**src/lipo_pkg.sv**
```systemverilog
/*
 * Shared constants, types and encodings of the latched single-bit I/O port.
 * Assumes a core that issues one bus request at a time.
 */
package lipo_pkg;

	// ----------------------------------------------------------------
	// address map
	// ----------------------------------------------------------------
	localparam int ADDR_W = 20;
	localparam int DATA_W = 8;
	localparam logic [19:0] SFS_FIRST = 20'h00000;
	localparam logic [19:0] SFS_LAST = 20'h0003F;
	localparam logic [19:0] BRS_FIRST = 20'h00F80;
	localparam logic [19:0] BRS_LAST = 20'h00FFF;
	localparam logic [19:0] SINGLE_BIT_PORT_DATA_ADDR = 20'h00002;

	// ----------------------------------------------------------------
	// field layout and reset values
	// ----------------------------------------------------------------
	localparam int PORT_BIT = 0;
	localparam logic LATCH_RST = 1'b1;
	localparam logic [6:0] UPPER_FILL = 7'h00;
	localparam logic [7:0] RDATA_RST = 8'h00;
	localparam logic [1:0] SYNC_RST = 2'h3;

	// ----------------------------------------------------------------
	// instruction classes, as they decide latch or pin on a read
	// ----------------------------------------------------------------
	typedef enum logic [2:0] {
		INS_OTHER,
		INS_XCH,
		INS_BIT_MANIP,
		INS_LD_FROM_CF,
		INS_ALU_IMM_DST,
		INS_ALU_IND_DST,
		INS_ALU_IND_SRC
	} lipo_ins_e;

	// ----------------------------------------------------------------
	// bus cycle states
	// ----------------------------------------------------------------
	typedef enum logic [1:0] {
		ST_IDLE,
		ST_READ_SAMPLE,
		ST_WRITE_UPDATE,
		ST_DONE
	} lipo_state_e;

	typedef struct packed {
		logic [19:0] addr;
		logic [7:0] wdata;
		logic rd;
		logic wr;
		lipo_ins_e ins;
	} lipo_req_s;

	typedef struct packed {
		logic sfs_hit;
		logic brs_hit;
		logic port_hit;
	} lipo_hit_s;

endpackage : lipo_pkg

```
**src/lipo_pin_sync.sv**
```systemverilog
/*
 * Two-stage synchroniser and falling edge detector for the port pin.
 * Assumes the pin is asynchronous to clk_sys_i.
 */
`timescale 1ns/1ns
module lipo_pin_sync (
	input wire logic clk_sys_i,
	input wire logic rst_b_i,
	input wire logic pin_i,
	output logic level_o,
	output logic fall_o
);

	logic meta_r;
	logic sync_r;
	logic prev_r;

	// ----------------------------------------------------------------
	// sync stages; meta_r only feeds sync_r
	// ----------------------------------------------------------------
	always_ff @(posedge clk_sys_i or negedge rst_b_i) begin
		if (!rst_b_i) begin
			meta_r <= lipo_pkg::SYNC_RST[0];
			sync_r <= lipo_pkg::SYNC_RST[1];
		end else begin
			meta_r <= pin_i;
			sync_r <= meta_r;
		end
	end

	always_ff @(posedge clk_sys_i or negedge rst_b_i) begin
		if (!rst_b_i) begin
			prev_r <= lipo_pkg::SYNC_RST[1];
		end else begin
			prev_r <= sync_r;
		end
	end

	assign level_o = sync_r;
	assign fall_o = prev_r & ~sync_r;

endmodule : lipo_pin_sync

```
**src/lipo_port.sv**
```systemverilog
/*
 * Single-bit latched I/O port with address decode of the peripheral spaces.
 * Assumes the core issues one request at a time and waits for ack_o.
 */
// Operation
// - The special function space is decoded from 00000H through 0003FH.
// - The buffer register space is decoded from 00F80H through 00FFFH as a separate range.
// - The port bit has a latch holding the last written value and that latch drives the pin.
// - A port read samples the pin, or the latch for latch-reading classes, in the read sample state of the bus cycle.
// - A port write updates the latch and pin in the write update state of the bus cycle.
// - Exchange, bit manipulation, load from carry and ALU destinations with immediate or indirect source read the latch.
// - All other reads, including the indirect source of ALU operations, read the pin.
// - The one pin is bidirectional and also feeds external interrupt five and stop release.
// - Reset sets the port latch to one.
// - A falling pin edge flags external interrupt five even while the port drives the pin.
// - On a port read only bit 0 is defined and bits 7 to 1 carry filler.
`timescale 1ns/1ns
module lipo_port (
	input wire logic clk_sys_i,
	input wire logic rst_b_i,
	input wire logic req_valid_i,
	input wire lipo_pkg::lipo_req_s req_i,
	output logic busy_o,
	output logic ack_o,
	output logic [7:0] rdata_o,
	output lipo_pkg::lipo_hit_s hit_o,
	input wire logic single_bit_port_pin0_i,
	output logic single_bit_port_pin0_o,
	output logic single_bit_port_pin0_oe_b_o,
	output logic external_irq_input_five_fall_o,
	output logic stop_release_o
);

	// ----------------------------------------------------------------
	// helper functions
	// ----------------------------------------------------------------
	function automatic logic in_range(input logic [19:0] a, input logic [19:0] lo, input logic [19:0] hi);
		in_range = (a >= lo) && (a <= hi);
	endfunction : in_range

	function automatic logic reads_latch(input lipo_pkg::lipo_ins_e ins);
		case (ins)
			lipo_pkg::INS_XCH,
			lipo_pkg::INS_BIT_MANIP,
			lipo_pkg::INS_LD_FROM_CF,
			lipo_pkg::INS_ALU_IMM_DST,
			lipo_pkg::INS_ALU_IND_DST: reads_latch = 1'b1;
			default: reads_latch = 1'b0;
		endcase
	endfunction : reads_latch

	function automatic lipo_pkg::lipo_hit_s decode(input logic [19:0] a);
		lipo_pkg::lipo_hit_s h;
		h.sfs_hit = in_range(a, lipo_pkg::SFS_FIRST, lipo_pkg::SFS_LAST);
		h.brs_hit = in_range(a, lipo_pkg::BRS_FIRST, lipo_pkg::BRS_LAST);
		h.port_hit = (a == lipo_pkg::SINGLE_BIT_PORT_DATA_ADDR);
		return h;
	endfunction : decode

	// ----------------------------------------------------------------
	// declarations
	// ----------------------------------------------------------------
	lipo_pkg::lipo_state_e state_r;
	lipo_pkg::lipo_state_e state_nxt;
	lipo_pkg::lipo_req_s req_r;
	lipo_pkg::lipo_hit_s hit_r;
	lipo_pkg::lipo_hit_s hit_nxt;
	logic latch_r;
	logic [7:0] rdata_r;
	logic pin_level;
	logic pin_fall;
	logic accept;
	logic port_rd_sample;
	logic port_wr_update;

	assign accept = req_valid_i && (state_r == lipo_pkg::ST_IDLE);
	assign hit_nxt = decode(req_i.addr);
	assign port_rd_sample = (state_r == lipo_pkg::ST_READ_SAMPLE) && req_r.rd && hit_r.port_hit;
	assign port_wr_update = (state_r == lipo_pkg::ST_WRITE_UPDATE) && req_r.wr && hit_r.port_hit;

	// ----------------------------------------------------------------
	// pin synchroniser and edge detect
	// ----------------------------------------------------------------
	// the pin is read back from the wire, so our own drive is seen too
	lipo_pin_sync u_pin_sync (
		.clk_sys_i(clk_sys_i),
		.rst_b_i(rst_b_i),
		.pin_i(single_bit_port_pin0_i),
		.level_o(pin_level),
		.fall_o(pin_fall)
	);

	// ----------------------------------------------------------------
	// bus cycle sequencing
	// ----------------------------------------------------------------
	always_comb begin
		state_nxt = state_r;
		case (state_r)
			lipo_pkg::ST_IDLE: begin
				if (req_valid_i) begin
					state_nxt = lipo_pkg::ST_READ_SAMPLE;
				end
			end
			lipo_pkg::ST_READ_SAMPLE: state_nxt = lipo_pkg::ST_WRITE_UPDATE;
			lipo_pkg::ST_WRITE_UPDATE: state_nxt = lipo_pkg::ST_DONE;
			lipo_pkg::ST_DONE: state_nxt = lipo_pkg::ST_IDLE;
			default: state_nxt = lipo_pkg::ST_IDLE;
		endcase
	end

	always_ff @(posedge clk_sys_i or negedge rst_b_i) begin
		if (!rst_b_i) begin
			state_r <= lipo_pkg::ST_IDLE;
		end else begin
			state_r <= state_nxt;
		end
	end

	// request held for the whole cycle; new requests wait until idle
	always_ff @(posedge clk_sys_i or negedge rst_b_i) begin
		if (!rst_b_i) begin
			req_r <= '0;
			hit_r <= '0;
		end else if (accept) begin
			req_r <= req_i;
			hit_r <= hit_nxt;
		end
	end

	// ----------------------------------------------------------------
	// read data path
	// ----------------------------------------------------------------
	// unmapped addresses read as zero; other registers live elsewhere
	always_ff @(posedge clk_sys_i or negedge rst_b_i) begin
		if (!rst_b_i) begin
			rdata_r <= lipo_pkg::RDATA_RST;
		end else if (state_r == lipo_pkg::ST_READ_SAMPLE && req_r.rd) begin
			if (hit_r.port_hit) begin
				if (reads_latch(req_r.ins)) begin
					rdata_r <= {lipo_pkg::UPPER_FILL, latch_r};
				end else begin
					rdata_r <= {lipo_pkg::UPPER_FILL, pin_level};
				end
			end else begin
				rdata_r <= lipo_pkg::RDATA_RST;
			end
		end
	end

	// ----------------------------------------------------------------
	// output latch
	// ----------------------------------------------------------------
	// written after the sample, so an exchange returns the old value
	always_ff @(posedge clk_sys_i or negedge rst_b_i) begin
		if (!rst_b_i) begin
			latch_r <= lipo_pkg::LATCH_RST;
		end else if (port_wr_update) begin
			latch_r <= req_r.wdata[lipo_pkg::PORT_BIT];
		end
	end

	// ----------------------------------------------------------------
	// outputs
	// ----------------------------------------------------------------
	// a one releases the pin so it can serve as input; a zero pulls low
	assign single_bit_port_pin0_o = latch_r;
	assign single_bit_port_pin0_oe_b_o = latch_r;
	// edge flag is not gated by the latch: driving low also interrupts
	assign external_irq_input_five_fall_o = pin_fall;
	assign stop_release_o = pin_level;
	assign busy_o = (state_r != lipo_pkg::ST_IDLE);
	assign ack_o = (state_r == lipo_pkg::ST_DONE);
	assign rdata_o = rdata_r;
	assign hit_o = hit_r;

	// ----------------------------------------------------------------
	// checks
	// ----------------------------------------------------------------
	chk_sfs_decode: assert property (
		@(posedge clk_sys_i) disable iff (!rst_b_i)
		accept |=> (hit_r.sfs_hit == ($past(req_i.addr) <= 20'h0003F))
	) else $error("special function space decode wrong");

	chk_brs_decode: assert property (
		@(posedge clk_sys_i) disable iff (!rst_b_i)
		accept |=> (hit_r.brs_hit == ($past(req_i.addr) >= 20'h00F80 && $past(req_i.addr) <= 20'h00FFF))
	) else $error("buffer register space decode wrong");

	chk_spaces_apart: assert property (
		@(posedge clk_sys_i) disable iff (!rst_b_i)
		!(hit_r.sfs_hit && hit_r.brs_hit)
	) else $error("address decoded into both spaces");

	chk_latch_drives: assert property (
		@(posedge clk_sys_i) disable iff (!rst_b_i)
		!(state_r == lipo_pkg::ST_WRITE_UPDATE) |=> $stable(single_bit_port_pin0_o)
	) else $error("pin changed outside write update state");

	chk_write_timing: assert property (
		@(posedge clk_sys_i) disable iff (!rst_b_i)
		(accept && req_i.wr && req_i.addr == lipo_pkg::SINGLE_BIT_PORT_DATA_ADDR)
		|=> ##2 (single_bit_port_pin0_o == $past(req_i.wdata[0], 3)) && ack_o
	) else $error("port write not applied in write update state");

	chk_pin_sample: assert property (
		@(posedge clk_sys_i) disable iff (!rst_b_i)
		(port_rd_sample && !reads_latch(req_r.ins)) |=> (rdata_o[0] == $past(pin_level)) ##1 ack_o
	) else $error("pin not sampled in read sample state");

	chk_latch_read: assert property (
		@(posedge clk_sys_i) disable iff (!rst_b_i)
		(port_rd_sample && reads_latch(req_r.ins)) |=> (rdata_o[0] == $past(latch_r))
	) else $error("latch not returned for latch-reading instruction");

	chk_upper_fill: assert property (
		@(posedge clk_sys_i) disable iff (!rst_b_i)
		ack_o && req_r.rd |-> (rdata_o[7:1] == 7'h00)
	) else $error("upper read bits not filler");

	chk_irq_when_driving: assert property (
		@(posedge clk_sys_i) disable iff (!rst_b_i)
		($fell(pin_level)) |-> external_irq_input_five_fall_o
	) else $error("falling pin edge not flagged");

	chk_reset_latch: assert property (
		@(posedge clk_sys_i)
		$rose(rst_b_i) |-> single_bit_port_pin0_o && single_bit_port_pin0_oe_b_o
	) else $error("latch not one after reset");

	// ----------------------------------------------------------------
	// bus cycle checks
	// ----------------------------------------------------------------
	chk_cycle_length: assert property (
		@(posedge clk_sys_i) disable iff (!rst_b_i)
		accept |=> (busy_o && !ack_o) ##1 (busy_o && !ack_o) ##1 ack_o ##1 !busy_o
	) else $error("bus cycle length wrong");

	chk_bus_refused: assert property (
		@(posedge clk_sys_i) disable iff (!rst_b_i)
		(req_valid_i && busy_o) |=> $stable(hit_o)
	) else $error("request taken while busy");

	chk_port_in_sfs: assert property (
		@(posedge clk_sys_i) disable iff (!rst_b_i)
		hit_o.port_hit |-> (hit_o.sfs_hit && !hit_o.brs_hit)
	) else $error("port register outside special function space");

	chk_brs_no_port: assert property (
		@(posedge clk_sys_i) disable iff (!rst_b_i)
		hit_o.brs_hit |-> (!hit_o.port_hit && !hit_o.sfs_hit)
	) else $error("buffer register space overlaps the port");

	chk_nonport_read: assert property (
		@(posedge clk_sys_i) disable iff (!rst_b_i)
		(state_r == lipo_pkg::ST_READ_SAMPLE && req_r.rd && !hit_r.port_hit)
		|=> (rdata_o == lipo_pkg::RDATA_RST)
	) else $error("read outside the port register not zero");

	chk_ack_rdata_stable: assert property (
		@(posedge clk_sys_i) disable iff (!rst_b_i)
		ack_o |-> $stable(rdata_o)
	) else $error("read data moved before ack");

	chk_nonport_write: assert property (
		@(posedge clk_sys_i) disable iff (!rst_b_i)
		(state_r == lipo_pkg::ST_WRITE_UPDATE && !port_wr_update) |=> $stable(single_bit_port_pin0_o)
	) else $error("pin moved without a port write");

	chk_write_bit: assert property (
		@(posedge clk_sys_i) disable iff (!rst_b_i)
		port_wr_update |=> (latch_r == $past(req_r.wdata[lipo_pkg::PORT_BIT]))
	) else $error("latch did not take bit 0 of the write");

	chk_xch_old_latch: assert property (
		@(posedge clk_sys_i) disable iff (!rst_b_i)
		(port_rd_sample && req_r.wr && req_r.ins == lipo_pkg::INS_XCH)
		|=> (rdata_o[0] == $past(latch_r)) ##1 (single_bit_port_pin0_o == req_r.wdata[lipo_pkg::PORT_BIT])
	) else $error("exchange did not return old latch and store new bit");

	// ----------------------------------------------------------------
	// pin checks
	// ----------------------------------------------------------------
	chk_fall_pulse: assert property (
		@(posedge clk_sys_i) disable iff (!rst_b_i)
		external_irq_input_five_fall_o |=> !external_irq_input_five_fall_o
	) else $error("edge flag longer than one cycle");

	// any fall of the wire counts, our own drive included
	chk_fall_latency: assert property (
		@(posedge clk_sys_i) disable iff (!rst_b_i)
		$fell(single_bit_port_pin0_i) |-> ##2 external_irq_input_five_fall_o
	) else $error("pin fall not flagged two edges later");

	// two edges after release the sync stages still hold reset ones
	chk_stop_level: assert property (
		@(posedge clk_sys_i) disable iff (!rst_b_i)
		$past(rst_b_i, 2) |-> (stop_release_o == $past(single_bit_port_pin0_i, 2))
	) else $error("stop release does not follow the pin");

endmodule : lipo_port

```
**config.mk**
```make
export PLATFORM = sky130hd
export DESIGN_NAME = lipo_port
export DESIGN_NICKNAME = d
export VERILOG_FILES = /design/src/lipo_pkg.sv /design/src/lipo_pin_sync.sv /design/src/lipo_port.sv
export SDC_FILE = /design/constraint.sdc
export NUM_CORES = 1
export LEC_CHECK = 0
export BUFFER_PORTS_ARGS = -buffer_cell sky130_fd_sc_hd__buf_2
export CORE_MARGIN = 2
export CORE_UTILIZATION = 44
export CTS_CLUSTER_SIZE = 8
export DETAILED_ROUTE_END_ITERATION = 6
export GPL_TIMING_DRIVEN = 0
export PLACE_DENSITY = 0.85
export SLEW_MARGIN = 30
export SYNTH_ARGS = -nofsm -noshare
export SYNTH_HDL_FRONTEND = slang
export SYNTH_SLANG_ARGS = --single-unit
```
**constraint.sdc**
```tcl
create_clock -name clk_sys_i -period 4.1 [get_ports clk_sys_i]
set_clock_uncertainty 0.2 [all_clocks]
set_input_delay 0.82 -clock clk_sys_i [delete_from_list [all_inputs] [get_ports clk_sys_i]]
set_output_delay 0.82 -clock clk_sys_i [all_outputs]
set_load 0.03 [all_outputs]
```
### Yosys cells after proc, flatten, opt, wreduce, memory -nomap -nowiden

Cells that the tools add are included.

* bits in registers: 23
* logic and storage cells: 45
* input bits: 37

* reductions and logical operators: 9
* eq/ne operators: 10
* multiplexer cells: 7
* magnitude comparators: 4
* bitwise gates (word level): 2

Operators by type and width (count)
* $eq 20x2->1 const B: 1
* $ge 20x1->1 const B: 1
* $ge 20x12->1 const B: 1
* $le 20x12->1 const B: 1
* $le 20x6->1 const B: 1
* $mux 8: 1
* $pmux 2 s4: 1
* $eq 3x2->1 const B: 2
* $eq 3x3->1 const B: 2
* $logic_and 1x1->1: 6
* $reduce_or 5->1: 1
* $eq 2x2->1 const B: 2
* $mux 1: 4
* $eq 3x1->1 const B: 1
* $eq 2x1->1 const B: 1
* $logic_not 2->1: 1
* $mux 2: 1
* $ne 2x2->1 const B: 1
* $reduce_bool 2->1: 1
* $and 1x1->1: 1
* $not 1->1: 1

### Longest topological paths before layout

Gate-level depths: netlist of run 1.

* depth in word-level cells: 7
* mapped depth: 6
* depth with buffers taken out: 5

### Cells and area by module

Synthesis of run 1 repeated with hierarchy kept, for this count alone.

* cell total of the unflattened synthesis: 71
* area, all modules: 819.5 um2

Modules (own cells, without submodules)
* lipo_port: times used 1, sequential area each 326.6 um2, cells each 67, area an instance 726.9 um2
* lipo_pin_sync: times used 1, sequential area each 78.8 um2, cells each 4, area an instance 92.6 um2

### Least setup slack after synthesis of run 1

No wires, ideal clock.

* path kind: register to output
* start: register u_pin_sync.prev_r
* end: output port external_irq_input_five_fall_o
* path slack: 2132 ps
* buffers on the path: 0
* data arrival time: 948 ps
* stages on the path, launching flop included: 2
* path through: dfstp_2 -> nor2b_1

* cells in the longest elaborated chain, start to end: 1

Ends and longest elaborated chain
* from (decl): RTL line lipo_pin_sync.sv:16 `logic prev_r;`
* from (signal assigned): RTL line lipo_pin_sync.sv:33 `prev_r <= lipo_pkg::SYNC_RST[1];`
* from (signal assigned): RTL line lipo_pin_sync.sv:35 `prev_r <= sync_r;`
* $and 1x1->1: RTL line lipo_pin_sync.sv:40 `assign fall_o = prev_r & ~sync_r;`
* to (decl): RTL line lipo_port.sv:30 `output logic external_irq_input_five_fall_o,`

No other way between the ends.

### Worst setup path in the final report of run 1

* start: register state_r[0]
* end: output port busy_o

* cells in the longest elaborated chain, start to end: 1

Ends and longest elaborated chain
* from (decl): RTL line lipo_port.sv:63 `lipo_pkg::lipo_state_e state_r;`
* from (signal assigned): RTL line lipo_port.sv:113 `state_r <= lipo_pkg::ST_IDLE;`
* from (signal assigned): RTL line lipo_port.sv:115 `state_r <= state_nxt;`
* $reduce_bool 2->1: RTL line lipo_port.sv:171 `assign busy_o = (state_r != lipo_pkg::ST_IDLE);`
* to (decl): RTL line lipo_port.sv:23 `output logic busy_o,`

No other way between the ends.

==> metrics.cfg, run 1 <==
[pwr]
switching_share_pct=34.5
powerDensity_mw_per_mm2=476
p_total_uw=526
power_frac_seq_pct=44.5
switching_power_uw=182
p_int_uw=344
leakage_nw=0.566
clkPwrFrac_pct=19.6
power_frac_comb_pct=35.9
worst_ir_drop_vdd_mv=0.316

[die]
die_h_um=47.2
io_pins=54
rows=15
dieWidth_um=47.2
die_area_sq_mm=0.00222
core_sq_mm=0.00175
start_util_pct=47.0

[timing]
drv_slew=0
fmax_mhz=442
rsz0062_at_grt=no
min_period_ns=2.26
finalHoldViolCount=0
fin_crit_sh_pct=55.2
setup_viol=0
timing.setup.tns_ns=0

[critical_path]
crit_fanout=4
r2r-start=state_r[0]$_DFFE_PN0P_
r2r_slack_ns=2.36
end_kind=output port
arrival_ns=1.24
worst-path-stages=4
cp.required_ns=3.08
cpMostUsedCell=inv_1
r2r-end=req_r[4]$_DFFE_PN0P_
path_buf_inv=3
r2r_cells=5
slowest_stage=dfrtp_1
cp_top_family=flip-flops
critPathLaunchType=flip-flop
slowest_delay_ns=0.40
cp_cell_sequence=inv_1 > ha_1 > inv_1 > buf_2
setup.worst_path.class=flip-flop to output port

[job]
drv_cap=0

[cts]
clkSinkCount=16
ctsResizeCount=0
cts_tree=yes
max-clock-path-buffers=2
cts-root-buf=clkbuf_4
ctsHoldBuffers=0
clk_latency_ns=0.28
post_cts_buffers=0
clkSlewWorstSetupHoldPaths_ns=0.10
htree_num_levels=1
cts_buffers=3

[route]
vias=674
drc=0
post_drt_wl_per_cell_um=10.9
drtAntennaViolNets=0
first_pass_iters=2
routed_wl_um=1580
drt_iter0_drc=2
via_per_inst=4.65

[layout]
multi_input_area_sq_um=360
regArea_sq_um=405
drive_gt1_share_pct=55.8
diodes=0
nNetsFinal=163
final_util_pct=63.3
area_growth_pct=34.8
nFillCells=166

[logic_synthesis]
ys_ff_latch=16
ys_types=23
syn-cell-area_sq_um=820
synth.avg_cell_area_sq_um=11.5
ys_seq_area_share_pct=49.5
yosys_warnings=0
synth_cells=71

[global_routing]
busiest_layer=met2
grt_max_degree=17
grt_pass1_vias=637
track_usage_pct=16.6
antenna_found_initial=0
grt_util_met2_pct=32.1
grt_pass1_wl_um=2550
met1_usage_pct=17.5
grt.met3_usage_pct=4.23
grt_remaining_overflow=0

[hold_path]
hold_path_startpoint=u_pin_sync.meta_r$_DFF_PN1_
min_to=u_pin_sync.level_o$_DFF_PN1_
holdCritPathClass=flip-flop to flip-flop
holdPathStages=0

[placement]
hpwl_um=1390
place_congestion=0.711
portBuffers=39

[run_status]
status=finished, final reports clean

## cell families (layout without fill, tap and decap cells)
kind of cell / count (synthesis) / after routing / share of synthesized area, %
AO/OA/AOI/OAI: 7 / 7 / 6.26
adder cells (fa/ha/maj): 5 / 5 / 7.63
buffers and inverters: 12 / 55 / 9.31
flip-flops: 16 / 16 / 49.5
multiplexers: 8 / 8 / 11.0
other: 1 / 7 / 0.458
AND/OR/NAND/NOR: 22 / 22 / 15.9
## worst max path at each step
stage / startpoint / endpoint / slack (ns)
after CTS: state_r[0]$_DFFE_PN0P_ / busy_o / 1.82
after global routing: state_r[1]$_DFFE_PN0P_ / busy_o / 1.73
after detailed placement: req_valid_i / req_r[4]$_DFFE_PN0P_ / 2.12
after global placement: req_valid_i / req_r[2]$_DFFE_PN0P_ / 2.15
after floorplan: u_pin_sync.prev_r$_DFF_PN1_ / external_irq_input_five_fall_o / 2.13
final: state_r[0]$_DFFE_PN0P_ / busy_o / 1.84
## through the flow
stage / instance area (sq um) / hold slack, ns / cells / setup slack [ns]
5_1_grt: 1100 / 0.168 / 145 / 1.73
2_1_floorplan: 842 / 0.145 / 77 / 2.13
3_5_place_dp: 1070 / 0.147 / 141 / 2.12
4_1_cts: 1100 / 0.160 / 145 / 1.82
6_report: 1100 / 0.159 / 145 / 1.84
3_3_place_gp: 1070 / 0.146 / 141 / 2.15
## synthesized netlist by cell type
cell type / instances / area share [%]
buf_4: 8 / 7.3
nand2_1: 7 / 3.2
inv_1: 3 / 1.4
a2111o_1: 1 / 1.4
o21ai_0: 2 / 1.2
nand3b_1: 1 / 0.92
dfstp_2: 4 / 13
nor4_2: 2 / 3.1
nor2b_1: 2 / 1.5
ha_1: 5 / 7.6
o211ai_1: 1 / 0.92
and4_1: 1 / 1.1
conb_1: 1 / 0.46
buf_2: 1 / 0.61
o31ai_2: 1 / 1.5
dfrtp_1: 12 / 37
mux2_2: 8 / 11
nand3_1: 1 / 0.61
nor2_1: 1 / 0.46
nand4_1: 3 / 2.3
nor3_1: 2 / 1.2
nor4_1: 2 / 1.5
a21oi_1: 2 / 1.2
## placed cells by master, fill, tap and decap left out, types with 2 or more instances in the layout
master,instances
a21oi_1,2
dfstp_2,4
o21ai_0,2
buf_4,8
nand4_1,3
conb_1,7
dfrtp_1,12
nor4_1,2
ha_1,5
clkbuf_4,3
nor2b_1,2
buf_2,40
nor3_1,2
nor4_2,2
mux2_2,8
nand2_1,7
inv_1,3
## layout make-up
cell class / instances / share of cell area, %
multi-input cells: 49 / 32.6
well taps: 25 / 2.83
clock buffers: 4 / 3.28
inverters: 3 / 1.02
plain buffers: 9 / 5.89
repair buffers: 39 / 17.7
flip-flops and latches: 16 / 36.7
## power groups by stage
stage          sequential (mW)  combinational (mW)  clock, mW
2_1_floorplan            0.229               0.147          0
3_3_place_gp             0.234               0.183          0
3_5_place_dp             0.239               0.193          0
4_1_cts                  0.235               0.193      0.107
5_1_grt                  0.240               0.213      0.112
6_report                 0.234               0.189      0.103
## state kept, by name, summed over array words and instances (netlist names)
signal / count
hit_o: 3
rdata_o: 1
req_r: 6
single_bit_port_pin0_o: 1
state_r: 2
u_pin_sync.level_o: 1
u_pin_sync.meta_r: 1
u_pin_sync.prev_r: 1
## metal layers
layer	routed length, um	vias to the layer above
li1	-	333
met1	579	307
met2	883	32
met3	113	2
met4	6	0
met5	0	-
No activity file was read; power rests on OpenSTA's default activity.
==> run 2, diff against run 1 <==
Settings changed: CORE_UTILIZATION 44 to 40, PLACE_DENSITY 0.85 to 0.79.
Clock period 4.1 ns to 2.2 ns, I/O delays scaled along.
==> run 2 against run 1 <==
Effect of this change: worst setup slack worse by 1.5 ns; sequential share of layout area is 0.41 points lower; utilization fell by 5.8 points; die area increased by 9.1%; register-to-register slack got worse by 1.9 ns; final area increased by 1.1%; count of clock-buffer cells in the layout is the same; global-route usage is 2.1 points lower; wire length grew 5.1%; flip-flop and latch count did not move; critical path type unchanged; largest power group unchanged.
==> metrics.cfg, run 2 (synthesized netlist as in run 1, its figures left out) <==
[placement]
portBuffers=39  ; unchanged
place_congestion=0.784  ; was 0.711
place_area_sq_mm=0.00107  ; about the same
hpwl_um=1430  ; was 1390 um
place_ws_ns=0.430  ; was 2.12 ns

[timing]
rsz0062_at_grt=no  ; unchanged
drv_slew=0  ; unchanged
fin_ws_ns=0.311  ; was 1.84 ns
timing.setup.tns_ns=0  ; unchanged
fin_crit_sh_pct=85.8
hold_slack_ns=0.0535  ; was 0.159 ns
setup_viol=0  ; unchanged
finalHoldViolCount=0  ; unchanged
fmax_mhz=530
min_period_ns=1.89

[pwr]
powerDensity_mw_per_mm2=889  ; was 476 mW/mm^2
power_frac_seq_pct=43.9  ; was 44.5%
switching_power_uw=346  ; was 182 uW
switching_share_pct=34.9  ; was 34.5%
clkPwrFrac_pct=18.8  ; was 19.6%
p_total_uw=993  ; was 526 uW
power_frac_comb_pct=37.3  ; was 35.9%
worst_ir_drop_vdd_mv=0.570  ; was 0.316 mV
leakage_nw=0.570  ; was 0.566 nW
p_int_uw=647  ; was 344 uW

[critical_path]
slowest_delay_ns=0.39  ; was 0.40 ns
cp_top_family=flip-flops  ; unchanged
slowest_stage=dfrtp_1  ; unchanged
crit_fanout=4  ; unchanged
arrival_ns=1.25  ; was 1.24 ns
critPathLaunchType=flip-flop  ; unchanged
setup.worst_path.class=flip-flop to output port  ; unchanged
cp_cell_sequence=inv_1 > ha_1 > inv_1 > buf_2  ; unchanged
end_kind=output port  ; unchanged
path_buf_inv=3  ; unchanged
cp.required_ns=1.56  ; was 3.08 ns
cpMostUsedCell=inv_1  ; unchanged

[run_status]
status=finished, final reports clean  ; unchanged

[layout]
largest_register_ffs=6  ; unchanged
nNetsFinal=164  ; was 163
nFillCells=181  ; was 166
drive_gt1_share_pct=55.4  ; was 55.8%
area_growth_pct=36.3  ; was 34.8%
largest-register=req_r  ; unchanged
diodes=0  ; unchanged
layout.cells.most_common_list=buf_2, dfrtp_1, mux2_2, buf_4  ; unchanged
layout_commonest_cell=buf_2  ; unchanged
fin_area_sq_mm=0.00112  ; was 0.00110 sq mm

[route]
routed_wl_um=1660  ; was 1580 um
drtAntennaViolNets=0  ; unchanged
post_drt_wl_per_cell_um=11.2  ; was 10.9 um
via_per_inst=4.62  ; was 4.65
first_pass_iters=2  ; unchanged
vias=684  ; was 674
drt_iter0_drc=2  ; unchanged
drc=0  ; unchanged

[global_routing]
grt_pass1_wl_um=2700  ; was 2550 um
track_usage_pct=14.5  ; was 16.6%
grt_remaining_overflow=0  ; unchanged
antenna_found_initial=0  ; unchanged
grt_max_degree=17  ; unchanged
grt_pass1_vias=705  ; was 637

[cts]
clk_latency_ns=0.27  ; was 0.28 ns
max-clock-path-buffers=2  ; unchanged
post_cts_buffers=0  ; unchanged
clkSlewWorstSetupHoldPaths_ns=0.09  ; was 0.10 ns
htree_num_levels=1  ; unchanged
ctsHoldBuffers=1  ; was 0
cts_tree=yes  ; unchanged
clkSinkCount=16  ; unchanged
ctsResizeCount=0  ; unchanged
cts_buffers=3  ; unchanged
cts-root-buf=clkbuf_4  ; unchanged

[die]
dieWidth_um=49.3  ; was 47.2 um
die_h_um=49.3  ; was 47.2 um
io_pins=54  ; unchanged
die_area_sq_mm=0.00243  ; was 0.00222 sq mm
rows=16  ; was 15
start_util_pct=42.2  ; was 47.0%
core_sq_mm=0.00194  ; was 0.00175 sq mm

[job]
drv_cap=0  ; unchanged

[hold_path]
holdCritPathClass=input port to flip-flop  ; was flip-flop to flip-flop

-- run 2: power groups by stage --
stage / logic [mW] / clock network (mW) / registers [mW]
after global placement: 0.341 / 0 / 0.436
after CTS: 0.374 / 0.195 / 0.436
after detailed placement: 0.371 / 0 / 0.442
after global routing: 0.406 / 0.205 / 0.445
after floorplan: 0.274 / 0 / 0.427
final: 0.371 / 0.187 / 0.436
-- run 2: final timing paths --
kind / cells after the start / slack, ns / end / startpoint
max: 4 / 0.31 / busy_o / state_r[0]$_DFFE_PN0P_
min: 1 / 0.05 / u_pin_sync.meta_r$_DFF_PN1_ / single_bit_port_pin0_i
max reg2reg: 5 / 0.43 / req_r[4]$_DFFE_PN0P_ / state_r[0]$_DFFE_PN0P_
min reg2reg: 0 / 0.16 / u_pin_sync.level_o$_DFF_PN1_ / u_pin_sync.meta_r$_DFF_PN1_
max in group asynchronous: 2 / 1.11 / single_bit_port_pin0_o$_DFFE_PN1P_ / rst_b_i
min in group asynchronous: 2 / 0.39 / hit_o[1]$_DFFE_PN0P_ / rst_b_i
-- run 2: area by class of cell --
cell class                      count  area [sq um]  area share [%]
Sequential cell                    16           405            36.3
Multi-Input combinational cell     49           360            32.3
Timing Repair Buffer               40           205            18.4
Buffer                              9          65.1            5.82
Clock buffer                        4          36.3            3.25
Tap cell                           27          33.8            3.02
Inverter                            3          11.3            1.01
-- run 2: through the flow --
stage          std cells  util (%)
2_1_floorplan         77         -
3_3_place_gp         143      55.2
3_5_place_dp         143      55.2
4_1_cts              148      57.5
5_1_grt              148      57.5
6_report             148      57.5
-- run 2: routing by layer --
metal / share of wire [%] / wire [um] / global-route usage, % / up-vias
met5: 0 / 0 / 0 / -
met4: 0.84 / 14 / 4.76 / 0
met3: 6.7 / 111 / 4.29 / 2
met2: 57 / 955 / 30.0 / 31
met1: 35 / 583 / 12.9 / 313
li1: - / - / - / 338
==> run 3, diff against run 2 <==
Settings changed: ABC_AREA set to 1, CELL_PAD_IN_SITES_DETAIL_PLACEMENT set to 1, CELL_PAD_IN_SITES_GLOBAL_PLACEMENT set to 1, CORE_UTILIZATION 40 to 28, PLACE_DENSITY 0.79 to 0.78.
==> run 3 against run 2 <==
Effect of this change: flip-flop and latch count unchanged; worst setup slack lost 0.066 ns; largest cell class unchanged; first-iteration DRC count increased to 19 times the previous value; total power increased by 5.4%; non-clock buffer count is 1 lower; via count rose by 22%; count of clock-buffer cells in the layout stayed put.
==> metrics.cfg, run 3 <==
[route]
via_per_inst=4.12  ; was 4.62
first_pass_iters=4  ; was 2
post_drt_wl_per_cell_um=10.2  ; was 11.2 um
drtAntennaViolNets=0  ; unchanged
drt_iter0_drc=38  ; was 2
drc=0  ; unchanged
vias=837  ; was 684
routed_wl_um=2070  ; was 1660 um

[timing]
setup_viol=0  ; unchanged
fin_crit_sh_pct=88.8  ; was 85.8%
drv_slew=0  ; unchanged
rsz0062_at_grt=no  ; unchanged
timing.setup.tns_ns=0  ; unchanged
min_period_ns=1.95  ; was 1.89 ns
fmax_mhz=512  ; was 530 MHz
hold_slack_ns=0.0443  ; was 0.0535 ns
finalHoldViolCount=0  ; unchanged

[logic_synthesis]
yosysTopAreaCellShare_pct=33.8  ; was 36.6%
synth_top_cells_by_area=dfrtp_1, nand2_1, dfstp_2  ; was dfrtp_1, dfstp_2, mux2_2
yosys_warnings=0  ; unchanged
ys_ff_latch=16  ; unchanged
ys.flop_type=dfrtp_1  ; unchanged
async_reset_ff_share_pct=100  ; unchanged
ys_types=17  ; was 23
synth_commonest_cells=nand2_1, nor2_1, dfrtp_1  ; was dfrtp_1, buf_4, mux2_2
synth_top_cell_by_area=dfrtp_1  ; unchanged
yosysMostFrequentCell=nand2_1  ; was dfrtp_1
synth.avg_cell_area_sq_um=8.15  ; was 11.5 sq um
synth_cells=109  ; was 71
synth_edf_count=0  ; unchanged
syn-cell-area_sq_um=888  ; was 820 sq um
ys_seq_area_share_pct=45.6  ; was 49.5%

[critical_path]
cp.required_ns=1.56  ; about the same
critPathLaunchType=flip-flop  ; unchanged
arrival_ns=1.31  ; was 1.25 ns
setup.worst_path.class=flip-flop to output port  ; unchanged
crit_fanout=4  ; unchanged
end_kind=output port  ; unchanged

[pwr]
p_int_uw=632  ; was 647 uW
switching_power_uw=415  ; was 346 uW
power_frac_comb_pct=41.4  ; was 37.3%
worst_ir_drop_vdd_mv=0.250  ; was 0.570 mV
powerDensity_mw_per_mm2=867  ; was 889 mW/mm^2
switching_share_pct=39.6  ; was 34.9%
clkPwrFrac_pct=18.1  ; was 18.8%
leakage_nw=0.691  ; was 0.570 nW
power_frac_seq_pct=40.4  ; was 43.9%

[cts]
cts-root-buf=clkbuf_4  ; unchanged
clkSinkCount=16  ; unchanged
cts_buffers=3  ; unchanged
clk_latency_ns=0.28  ; was 0.27 ns
max-clock-path-buffers=2  ; unchanged
htree_num_levels=1  ; unchanged
cts_tree=yes  ; unchanged
ctsResizeCount=0  ; unchanged
clkSlewWorstSetupHoldPaths_ns=0.09  ; about the same

[die]
die_h_um=60.3  ; was 49.3 um
die_area_sq_mm=0.00364  ; was 0.00243 sq mm
io_pins=54  ; unchanged
core_sq_mm=0.00303  ; was 0.00194 sq mm
start_util_pct=29.3  ; was 42.2%
dieWidth_um=60.3  ; was 49.3 um
rows=20  ; was 16

[layout]
layout.cells.most_common_list=buf_2, nand2_1, nor2_1  ; was buf_2, dfrtp_1, mux2_2, buf_4
multi_input_area_sq_um=395  ; was 360 sq um
area_growth_pct=35.9  ; was 36.3%
regArea_sq_um=405  ; unchanged
largest_register_ffs=6  ; unchanged
drive_gt1_share_pct=39.0  ; was 55.4%
diodes=0  ; unchanged
nNetsFinal=202  ; was 164
nFillCells=394  ; was 181
layout_commonest_cell=buf_2  ; unchanged
largest-register=req_r  ; unchanged

[placement]
portBuffers=39  ; unchanged
place_congestion=0.757  ; was 0.784
hpwl_um=1750  ; was 1430 um

[global_routing]
grt_pass1_vias=867  ; was 705
grt_max_degree=17  ; unchanged
grt_remaining_overflow=0  ; unchanged
grt_pass1_wl_um=3510  ; was 2700 um
antenna_found_initial=0  ; unchanged
track_usage_pct=12.8  ; was 14.5%

[hold_path]
holdCritPathClass=input port to flip-flop  ; unchanged

[job]
drv_cap=0  ; unchanged

[run_status]
status=finished, final reports clean  ; unchanged

run 3: cell count changes after synthesis, sizes merged, moves of 3 or more:
| cell | before | now |
|---|---|---|
| o21ai | 2 | 8 |
| nand3 | 1 | 6 |
| nor4 | 4 | 0 |
| nor2 | 1 | 16 |
| nand4 | 3 | 0 |
| nand2 | 7 | 35 |
| mux2 | 8 | 0 |
| inv | 3 | 12 |
run 3: kinds of logic (layout without fill, tap and decap cells):
kind of cell / after synthesis / after routing / synth area share [%]
compound gates: 8 / 8 / 5.35
buf+inv: 20 / 64 / 12.4
flops: 16 / 16 / 45.6
fa+ha+maj: 5 / 5 / 7.04
simple gates: 59 / 59 / 29.2
other cells: 1 / 7 / 0.422
run 3: power groups by stage:
stage | combinational [mW] | clock (mW) | sequential (mW)
5_1_grt | 0.505 | 0.210 | 0.437
2_1_floorplan | 0.326 | 0 | 0.417
6_report | 0.434 | 0.190 | 0.423
4_1_cts | 0.445 | 0.199 | 0.424
3_5_place_dp | 0.439 | 0 | 0.430
3_3_place_gp | 0.408 | 0 | 0.423
run 3: layout make-up:
class,instances,area share [%]
buffer,8,4.97
clock buffer,4,3.01
inverter,12,4.15
multi-input combinational,79,32.7
sequential,16,33.6
tap,44,4.56
timing repair buffer,40,17.0
run 3: layer usage:
layer / global-route usage, % / vias up / part of all wire [%]
met5: 0 / - / 0
met4: 3.81 / 0 / 1.0
met3: 1.30 / 2 / 7.7
met2: 25.5 / 39 / 50
met1: 14.0 / 379 / 41
li1: - / 417 / -
run 3: stage by stage:
stage	std cells	instance area [sq um]	utilization [%]	power, mW	worst slack (ns)
CTS	203	1210	39.9	1.07	0.214
finish	203	1210	39.9	1.05	0.245
floorplan	115	911	-	0.743	0.606
detailed placement	198	1160	38.3	0.869	0.534
global route	203	1210	39.9	1.15	0.138
global placement	198	1160	38.3	0.831	0.586
run 3: worst paths after layout:
check	slack, ns	end	depth (start not counted)	startpoint
setup / recovery	0.25	busy_o	4	state_r[0]$_DFFE_PN0P_
hold reg to reg	0.16	u_pin_sync.level_o$_DFF_PN1_	0	u_pin_sync.meta_r$_DFF_PN1_
hold / removal	0.04	u_pin_sync.meta_r$_DFF_PN1_	1	single_bit_port_pin0_i
setup reg to reg	0.64	hit_o[0]$_DFFE_PN0P_	8	state_r[0]$_DFFE_PN0P_
min in group asynchronous	0.39	req_r[3]$_DFFE_PN0P_	2	rst_b_i
max in group asynchronous	1.11	u_pin_sync.level_o$_DFF_PN1_	2	rst_b_i
run 3: worst max-delay path: stages, from the launching register on:
cell and delay (ns):
dfrtp_1 0.40, inv_1 0.15, ha_1 0.24, inv_1 0.07
buf_2 0.17
run 3: timing repair:
| action | in CTS | in global routing |
|---|---|---|
| hold endpoints to repair | 12 | 0 |
| setup buffers | 0 | 0 |
| hold buffers | 1 | 0 |
